### src/inc/misx_pkg.sv
`default_nettype none

package misx_pkg;
    // ----------------------------------------
    // widths and reset values
    // ----------------------------------------
    localparam int PC_W = 16;
    localparam int K_W = 13;
    localparam int PG_W = PC_W - K_W;
    localparam int FA_W = 9;
    localparam int STK_D = 8;
    localparam int SP_W = 3;
    localparam int FREG_N = 512;
    localparam logic [PC_W-1:0] PC_RST = 16'h0000;
    localparam logic [7:0] BYTE_RST = 8'h00;
    // ----------------------------------------
    // opcode fields
    // ----------------------------------------
    localparam logic [15:0] OPC_NOP = 16'h0000;
    localparam logic [15:0] OPC_RET = 16'h0040;
    localparam logic [15:0] OPC_KICK = 16'h1E04;
    localparam logic [7:0] OPH_ORL = 8'h1A;
    localparam logic [7:0] OPH_MOVL = 8'h19;
    localparam logic [2:0] OPB_CALL = 3'h4;
    localparam logic [2:0] OPB_JMP = 3'h5;
    localparam logic [3:0] FOP_MOVWF = 4'h0;
    localparam logic [3:0] FOP_DEC = 4'h3;
    localparam logic [3:0] FOP_ORF = 4'h4;
    localparam logic [3:0] FOP_MOVF = 4'h8;
    localparam logic [3:0] FOP_INV = 4'h9;
    localparam logic [3:0] FOP_INC = 4'hA;
    localparam logic [3:0] FOP_DECSZ = 4'hB;
    localparam logic [3:0] FOP_INCSZ = 4'hF;

    typedef enum logic [3:0] {
        OP_NOP, OP_KICK, OP_INV, OP_DEC, OP_DECSZ, OP_INC, OP_INCSZ, OP_ORL,
        OP_ORF, OP_CALL, OP_JMP, OP_MOVF, OP_MOVL, OP_MOVWF, OP_RET
    } misx_op_t;

    // gray along run -> flush(advance) -> flush(hold)
    typedef enum logic [1:0] {
        ST_RUN = 2'b00,
        ST_FLUSH_ADV = 2'b01,
        ST_FLUSH_HOLD = 2'b11
    } misx_phase_t;

    typedef struct packed {
        misx_op_t op;
        logic [FA_W-1:0] addr;
        logic d;
        logic [7:0] k8;
        logic [K_W-1:0] k13;
    } misx_dec_t;

    typedef struct packed {
        misx_phase_t phase;
        logic [PC_W-1:0] pc;
        logic [7:0] acc;
        logic zf;
        logic tof;
        logic pdf;
        logic [7:0] wdt;
        logic [SP_W-1:0] sp;
        logic [STK_D-1:0][PC_W-1:0] stk;
        logic wr_en;
        logic [FA_W-1:0] wr_addr;
        logic [7:0] wr_data;
    } misx_state_t;

    function automatic misx_dec_t decode(input logic [15:0] ins);
        misx_dec_t r;
        r.addr = {ins[15:14], ins[6:0]};
        r.d = ins[7];
        r.k8 = ins[7:0];
        r.k13 = {ins[15:14], ins[10:0]};
        r.op = OP_NOP;
        if (ins == OPC_KICK) begin
            r.op = OP_KICK;
        end else if (ins == OPC_RET) begin
            r.op = OP_RET;
        end else if (ins[15:8] == OPH_ORL) begin
            r.op = OP_ORL;
        end else if (ins[15:8] == OPH_MOVL) begin
            r.op = OP_MOVL;
        end else if (ins[13:11] == OPB_CALL) begin
            r.op = OP_CALL;
        end else if (ins[13:11] == OPB_JMP) begin
            r.op = OP_JMP;
        end else if (ins[13:12] == 2'b00) begin
            case (ins[11:8])
                FOP_MOVWF: r.op = ins[7] ? OP_MOVWF : OP_NOP;
                FOP_DEC: r.op = OP_DEC;
                FOP_ORF: r.op = OP_ORF;
                FOP_MOVF: r.op = OP_MOVF;
                FOP_INV: r.op = OP_INV;
                FOP_INC: r.op = OP_INC;
                FOP_DECSZ: r.op = OP_DECSZ;
                FOP_INCSZ: r.op = OP_INCSZ;
                default: r.op = OP_NOP;
            endcase
        end
        return r;
    endfunction
endpackage

`default_nettype wire

### src/rtl/misx_core.sv
`timescale 1ns/1ps
`default_nettype none

// Summary of operation
// - watchdog_kick zeroes watchdog counter in one cycle, sets expiry and sleep flags
// - file operand addresses 0..1FF; d=0 writes accumulator, d=1 writes file
// - invert_file writes complement to destination, one cycle, updates null flag
// - file_decrement writes value minus one, one cycle, updates null flag
// - file_decrement_skip stores result, no flags; zero result turns next op into nop
// - file_increment writes value plus one, wraps FF to 00, updates null flag
// - file_increment_skip stores result, no flags; zero result discards next op
// - or_literal ORs accumulator with immediate into accumulator, updates null flag
// - or_file ORs accumulator with file into destination, updates null flag
// - long_call pushes pc+1, loads 13-bit target plus page bits, two cycles
// - long_jump loads 13-bit target plus page bits, two cycles, stack untouched
// - file_move copies file to destination and updates null flag
// - file_to_accumulator copies addressed file register into accumulator
// - literal_to_accumulator loads immediate into accumulator, flags unchanged
// - accumulator_to_file writes accumulator to file, flags unchanged
// - subroutine_exit pops stack into pc, two cycles, flags unchanged
module misx_core (
    input wire logic mclk_i,
    input wire logic rstn_i,
    input wire logic [15:0] instr_i,
    input wire logic [misx_pkg::PG_W-1:0] page_latch_high_i,
    output logic [misx_pkg::PC_W-1:0] pc_o,
    output logic [7:0] acc_o,
    output logic null_result_flag_o,
    output logic watchdog_expiry_flag_o,
    output logic sleep_flag_o,
    output logic [7:0] wdt_count_o,
    output logic [misx_pkg::SP_W-1:0] stack_ptr_o,
    output logic file_we_o,
    output logic [misx_pkg::FA_W-1:0] file_addr_o,
    output logic [7:0] file_data_o
);
    // ----------------------------------------
    // state and storage
    // ----------------------------------------
    misx_pkg::misx_state_t st_r;
    misx_pkg::misx_state_t st_nxt;
    misx_pkg::misx_dec_t dc;
    logic [7:0] fmem [misx_pkg::FREG_N];
    logic [7:0] rdata;
    logic [7:0] res;
    logic wr_res;
    logic upd_z;
    logic run;
    logic [misx_pkg::PC_W-1:0] tgt;
    logic [misx_pkg::PC_W-1:0] head;

    localparam misx_pkg::misx_state_t ST_RST = '{
        phase: misx_pkg::ST_RUN,
        pc: misx_pkg::PC_RST,
        acc: misx_pkg::BYTE_RST,
        zf: 1'b0,
        tof: 1'b0,
        pdf: 1'b0,
        wdt: misx_pkg::BYTE_RST,
        sp: '0,
        stk: '0,
        wr_en: 1'b0,
        wr_addr: '0,
        wr_data: misx_pkg::BYTE_RST
    };

    assign dc = misx_pkg::decode(instr_i);
    assign rdata = fmem[dc.addr];
    assign run = (st_r.phase == misx_pkg::ST_RUN);
    assign tgt = {page_latch_high_i, dc.k13};
    assign head = st_r.stk[st_r.sp - 3'd1];

    // ----------------------------------------
    // next state
    // ----------------------------------------
    always_comb begin
        st_nxt = st_r;
        res = misx_pkg::BYTE_RST;
        wr_res = 1'b0;
        upd_z = 1'b0;
        st_nxt.wr_en = 1'b0;
        st_nxt.wdt = st_r.wdt + 8'h01;
        case (st_r.phase)
            misx_pkg::ST_RUN: begin
                st_nxt.pc = st_r.pc + 16'h0001;
                case (dc.op)
                    misx_pkg::OP_KICK: begin
                        st_nxt.wdt = misx_pkg::BYTE_RST;
                        st_nxt.tof = 1'b1;
                        st_nxt.pdf = 1'b1;
                    end
                    misx_pkg::OP_INV: begin
                        res = ~rdata;
                        wr_res = 1'b1;
                        upd_z = 1'b1;
                    end
                    misx_pkg::OP_DEC: begin
                        res = rdata - 8'h01;
                        wr_res = 1'b1;
                        upd_z = 1'b1;
                    end
                    misx_pkg::OP_DECSZ: begin
                        res = rdata - 8'h01;
                        wr_res = 1'b1;
                        if (res == 8'h00) begin
                            st_nxt.phase = misx_pkg::ST_FLUSH_ADV;
                        end
                    end
                    misx_pkg::OP_INC: begin
                        res = rdata + 8'h01;
                        wr_res = 1'b1;
                        upd_z = 1'b1;
                    end
                    misx_pkg::OP_INCSZ: begin
                        res = rdata + 8'h01;
                        wr_res = 1'b1;
                        if (res == 8'h00) begin
                            st_nxt.phase = misx_pkg::ST_FLUSH_ADV;
                        end
                    end
                    misx_pkg::OP_ORL: begin
                        st_nxt.acc = st_r.acc | dc.k8;
                        st_nxt.zf = ((st_r.acc | dc.k8) == 8'h00);
                    end
                    misx_pkg::OP_ORF: begin
                        res = st_r.acc | rdata;
                        wr_res = 1'b1;
                        upd_z = 1'b1;
                    end
                    misx_pkg::OP_MOVF: begin
                        res = rdata;
                        wr_res = 1'b1;
                        upd_z = 1'b1;
                    end
                    misx_pkg::OP_MOVL: begin
                        st_nxt.acc = dc.k8;
                    end
                    misx_pkg::OP_MOVWF: begin
                        res = st_r.acc;
                        wr_res = 1'b1;
                    end
                    misx_pkg::OP_CALL: begin
                        st_nxt.stk[st_r.sp] = st_r.pc + 16'h0001;
                        st_nxt.sp = st_r.sp + 3'd1;
                        st_nxt.pc = tgt;
                        st_nxt.phase = misx_pkg::ST_FLUSH_HOLD;
                    end
                    misx_pkg::OP_JMP: begin
                        st_nxt.pc = tgt;
                        st_nxt.phase = misx_pkg::ST_FLUSH_HOLD;
                    end
                    misx_pkg::OP_RET: begin
                        st_nxt.pc = head;
                        st_nxt.sp = st_r.sp - 3'd1;
                        st_nxt.phase = misx_pkg::ST_FLUSH_HOLD;
                    end
                    default: begin
                        // all-zero and unlisted opcodes only advance pc
                    end
                endcase
            end
            misx_pkg::ST_FLUSH_ADV: begin
                // skipped opcode is dropped, pc steps past it
                st_nxt.pc = st_r.pc + 16'h0001;
                st_nxt.phase = misx_pkg::ST_RUN;
            end
            misx_pkg::ST_FLUSH_HOLD: begin
                // pc already holds the branch target; its opcode arrives now but runs next
                st_nxt.phase = misx_pkg::ST_RUN;
            end
            default: begin
                st_nxt.phase = misx_pkg::ST_RUN;
            end
        endcase
        if (wr_res) begin
            if (dc.d || dc.op == misx_pkg::OP_MOVWF) begin
                st_nxt.wr_en = 1'b1;
                st_nxt.wr_addr = dc.addr;
                st_nxt.wr_data = res;
            end else begin
                st_nxt.acc = res;
            end
        end
        if (upd_z) begin
            st_nxt.zf = (res == 8'h00);
        end
    end

    // ----------------------------------------
    // registers
    // ----------------------------------------
    always_ff @(posedge mclk_i) begin
        if (!rstn_i) begin
            st_r <= ST_RST;
        end else begin
            st_r <= st_nxt;
        end
    end

    // file contents are data, so no reset; writes still wait for reset release
    always_ff @(posedge mclk_i) begin
        if (rstn_i && st_nxt.wr_en) begin
            fmem[st_nxt.wr_addr] <= st_nxt.wr_data;
        end
    end

    assign pc_o = st_r.pc;
    assign acc_o = st_r.acc;
    assign null_result_flag_o = st_r.zf;
    assign watchdog_expiry_flag_o = st_r.tof;
    assign sleep_flag_o = st_r.pdf;
    assign wdt_count_o = st_r.wdt;
    assign stack_ptr_o = st_r.sp;
    assign file_we_o = st_r.wr_en;
    assign file_addr_o = st_r.wr_addr;
    assign file_data_o = st_r.wr_data;
endmodule

`default_nettype wire

### config.mk
export PLATFORM = sky130hd
export DESIGN_NAME = misx_core
export DESIGN_NICKNAME = d
export VERILOG_FILES = /design/src/inc/misx_pkg.sv /design/src/rtl/misx_core.sv
export SDC_FILE = /design/constraint.sdc
export NUM_CORES = 2
export LEC_CHECK = 0
export BUFFER_PORTS_ARGS = -buffer_cell sky130_fd_sc_hd__buf_2
export CORE_MARGIN = 2
export CORE_UTILIZATION = 51
export DETAILED_ROUTE_END_ITERATION = 10
export PLACE_DENSITY = 0.66
export SLEW_MARGIN = 30
export SYNTH_ARGS = -nofsm -noshare
export SYNTH_HDL_FRONTEND = slang
export SYNTH_SLANG_ARGS = --single-unit
### constraint.sdc
create_clock -name mclk_i -period 32.6 [get_ports mclk_i]
set_clock_uncertainty 0.15 [all_clocks]
set_input_delay 4.89 -clock mclk_i [delete_from_list [all_inputs] [get_ports mclk_i]]
set_output_delay 4.89 -clock mclk_i [all_outputs]
set_load 0.1 [all_outputs]
==> results.py <==
metrics = {
    "hold_path": {
        "min_from": "wdt_count_o[0]",
        "hold_class": "reg -> reg",
        "holdPathStages": 1,
        "holdPathEnd": "wdt_count_o[0]",
    },
    "worst_setup_path": {
        "crit_family": "buffers and inverters",
        "cp-start-kind": "input port",
        "reg2reg_depth": 16,
        "arrival_ns": 14.42,
        "end_kind": "flip-flop",
        "worstPathRequired_ns": 33.08,
        "reg2reg_to": "fmem[208][6]",
        "worstPathMaxFanout": 104,
        "r2r_start": "fmem[28][0]",
        "critPathBufInv": 9,
        "critical_path_depth": 20,
        "slowest_stage": "buf_4",
        "path_cells": "buf_12, buf_4, buf_12, buf_4, buf_4, mux4_2, mux4_2, nor2_1, o21ai_1, a32oi_1, nor2_1, inv_1, ha_1, inv_1, or3_1, o221ai_1, a32oi_2, a21oi_4, buf_4, buf_6",
        "rrSetupSlack_ns": 25.28,
        "cpPeakStageDelay_ns": 0.78,
        "crit_path_frequent_cell": "buf_4",
        "critPathKind": "in -> reg",
    },
    "synth": {
        "synth_cell_types": 85,
        "syn_nets": 8521,
        "synth-seq-cells": 4281,
        "ys.flop_type": "edfxtp_1",
        "avgSynthCellArea_um2": 19.9,
        "yosysSeqAreaShare": 0.749,
        "synth_edf_count": 4096,
        "yosysWarnings": 0,
        "postSynthCellCount": 8493,
        "async_reset_ff_frac": 0,
        "synth_area_um2": 169000,
    },
    "place": {
        "gp_congestion": 0.917,
        "placed_cells": 12600,
        "preCtsSetupSlack_ns": 17.53,
        "hpwlAfterDp_um": 293000,
        "io_buffers": 76,
    },
    "cts": {
        "cts-root-buf": "clkbuf_16",
        "post_cts_buffers": 0,
        "cts.path.max_buffers": 4,
        "cts-resized-gates": 0,
        "clock_sinks": 4281,
        "ctsHoldBuffers": 0,
        "clk_pin_slew_ns": 0.06,
        "cts_tree": "yes",
        "numCtsBuffers": 421,
        "htree_num_levels": 5,
        "clk_latency_ns": 0.98,
    },
    "detailed_routing": {
        "wl_um": 488000,
        "wl_per_cell_um": 36.5,
        "postRouteAntennaNets": 0,
        "drt_iter0_markers": 13000,
        "num_vias": 89400,
        "viasPerCell": 6.68,
        "firstDrtPassIters": 6,
        "drc": 0,
    },
    "sta": {
        "slew_viol_final": 0,
        "tns_ns": 0,
        "hold_viol": 0,
        "finalCritPeriodShare": 0.428,
        "max_freq_mhz": 71.7,
        "finalCriticalPeriod_ns": 13.94,
        "relSlewSlack": 0.213,
        "setup_ws_ns": 18.66,
        "tightest_slew_ns": 1.17,
        "rsz0062_at_grt": "false",
        "setup_viol_count_final": 0,
    },
    "floorplan": {
        "ioPinCount": 77,
        "std_cell_rows": 211,
        "die_h_um": 580,
        "die_x_um": 580,
        "core_area_um2": 330000,
        "initial_core_util": 0.512,
        "dieArea_um2": 336000,
    },
    "power": {
        "power_frac_seq": 0.516,
        "pwr-share-comb": 0.070,
        "p_sw_mw": 2.72,
        "power_density_nw_per_um2": 63.6,
        "p_leak_nw": 61.9,
        "switching_share": 0.227,
        "peakVddDrop_uv": 45.3,
        "p_total_mw": 12.0,
        "clockPowerShare": 0.415,
        "p_int_mw": 9.28,
    },
    "layout": {
        "nets": 8657,
        "final_cell_count_no_fill": 13400,
        "seqCellArea_um2": 127000,
        "drive_gt1_frac": 0.237,
        "area_delta_synth_final_pct": 11.6,
        "final_cell_mix": "edfxtp_1, mux4_2, nor2_1",
        "fillers": 23900,
        "multiInputGateArea_um2": 39600,
        "layout_commonest_cell": "edfxtp_1",
    },
    "outcome": {
        "status": "finished, final reports clean",
    },
    "global_routing": {
        "grt_overflow_total": 0,
        "grt_antenna_before_repair": 33,
        "first_global_vias": 87400,
        "grt_pass1_wl_um": 680000,
        "grt.total_usage": 0.287,
        "grt_max_degree": 250,
    },
    "run": {
        "drv_cap": 0,
    },
}
[how the worst max path moves through the flow]
stage / startpoint / to / slack [ns]
2_1_floorplan: instr_i[0] / fmem[0][1] / 6.10
3_3_place_gp: instr_i[0] / fmem[28][4] / 17.75
3_5_place_dp: instr_i[0] / fmem[23][4] / 17.53
4_1_cts: instr_i[0] / fmem[23][4] / 18.57
5_1_grt: instr_i[0] / fmem[208][6] / 18.47
6_report: instr_i[0] / fmem[208][6] / 18.66
[cell families after synthesis]
logic type      Yosys count  synth area share
xor+xnor                 31           0.00161
buf+inv                 638            0.0209
fa+ha+maj                 7          0.000518
compound gates          878            0.0384
mux                    1463             0.158
simple gates           1195            0.0308
flops                  4281             0.749
[worst register-to-register path: cells and delay by family, from the launching register on]
family	cells	cell delay, ns
AOI/OAI and AO/OA	6	2.20
buffers and inverters	4	1.65
and+or+nand+nor	3	1.54
muxes	2	0.80
DFF	1	0.37
adders and majority gates	1	0.22
[power groups by stage]
stage	combinational (mW)	clock (mW)	sequential, mW
6_report	0.835	4.97	6.19
3_5_place_dp	0.812	0	6.31
4_1_cts	0.813	5.00	6.19
5_1_grt	0.861	5.21	6.19
2_1_floorplan	0.466	0	6.44
3_3_place_gp	0.784	0	6.31
[cells in the mapped netlist, types with 28 or more instances]
cell type | instances | share of area
edfxtp_1 | 4096 | 0.73
mux4_2 | 962 | 0.13
nor2_1 | 597 | 0.013
mux2i_1 | 435 | 0.026
nand2_1 | 301 | 0.0067
clkbuf_1 | 277 | 0.0062
dfxtp_1 | 185 | 0.022
a22oi_1 | 175 | 0.0078
a21oi_1 | 134 | 0.0040
o211a_1 | 130 | 0.0077
buf_4 | 111 | 0.0049
buf_2 | 105 | 0.0031
nand3_1 | 99 | 0.0029
o21ai_0 | 90 | 0.0027
buf_6 | 72 | 0.0048
mux2_2 | 65 | 0.0043
a221oi_1 | 60 | 0.0031
a31oi_1 | 47 | 0.0017
o22ai_1 | 42 | 0.0016
buf_1 | 40 | 0.00089
and2_1 | 33 | 0.0012
o221ai_1 | 33 | 0.0017
nor2b_1 | 29 | 0.0011
inv_1 | 28 | 0.00062
[sequential cells by signal (all words and copies together), names as in the netlist, 2 cells and up, named ones only]
signal       cells
pc_o            16
st_r             2
stack_ptr_o      3
fmem          4096
wdt_count_o      8
file_addr_o      9
acc_o            8
file_data_o      8
[stage by stage]
step                 util  hold slack (ns)  instance area [um^2]
global placement    0.527            0.323                174000
finish              0.572            0.343                189000
detailed placement  0.528            0.329                174000
floorplan               -            0.299                169000
global route        0.571            0.360                189000
CTS                 0.571            0.345                188000
[cell type report]
type                            instances  share of cell area
Inverter                               29            0.000624
Tap cell                             4366              0.0290
Clock buffer                          493              0.0583
Timing Repair Buffer                  322              0.0139
Clock inverter                        291              0.0163
Multi-Input combinational cell       3574               0.210
Antenna cell                           24            0.000318
Sequential cell                      4281               0.672
[metal layers]
metal | share of wire | GRT usage | wire, um | vias to the layer above
li1 | - | - | - | 35200
met1 | 0.36 | 0.389 | 177000 | 47100
met2 | 0.46 | 0.433 | 222000 | 5896
met3 | 0.13 | 0.0814 | 61500 | 1112
met4 | 0.055 | 0.134 | 26800 | 14
met5 | 0.00020 | 0 | 97 | -
No activity file was read; power rests on OpenSTA's default activity.
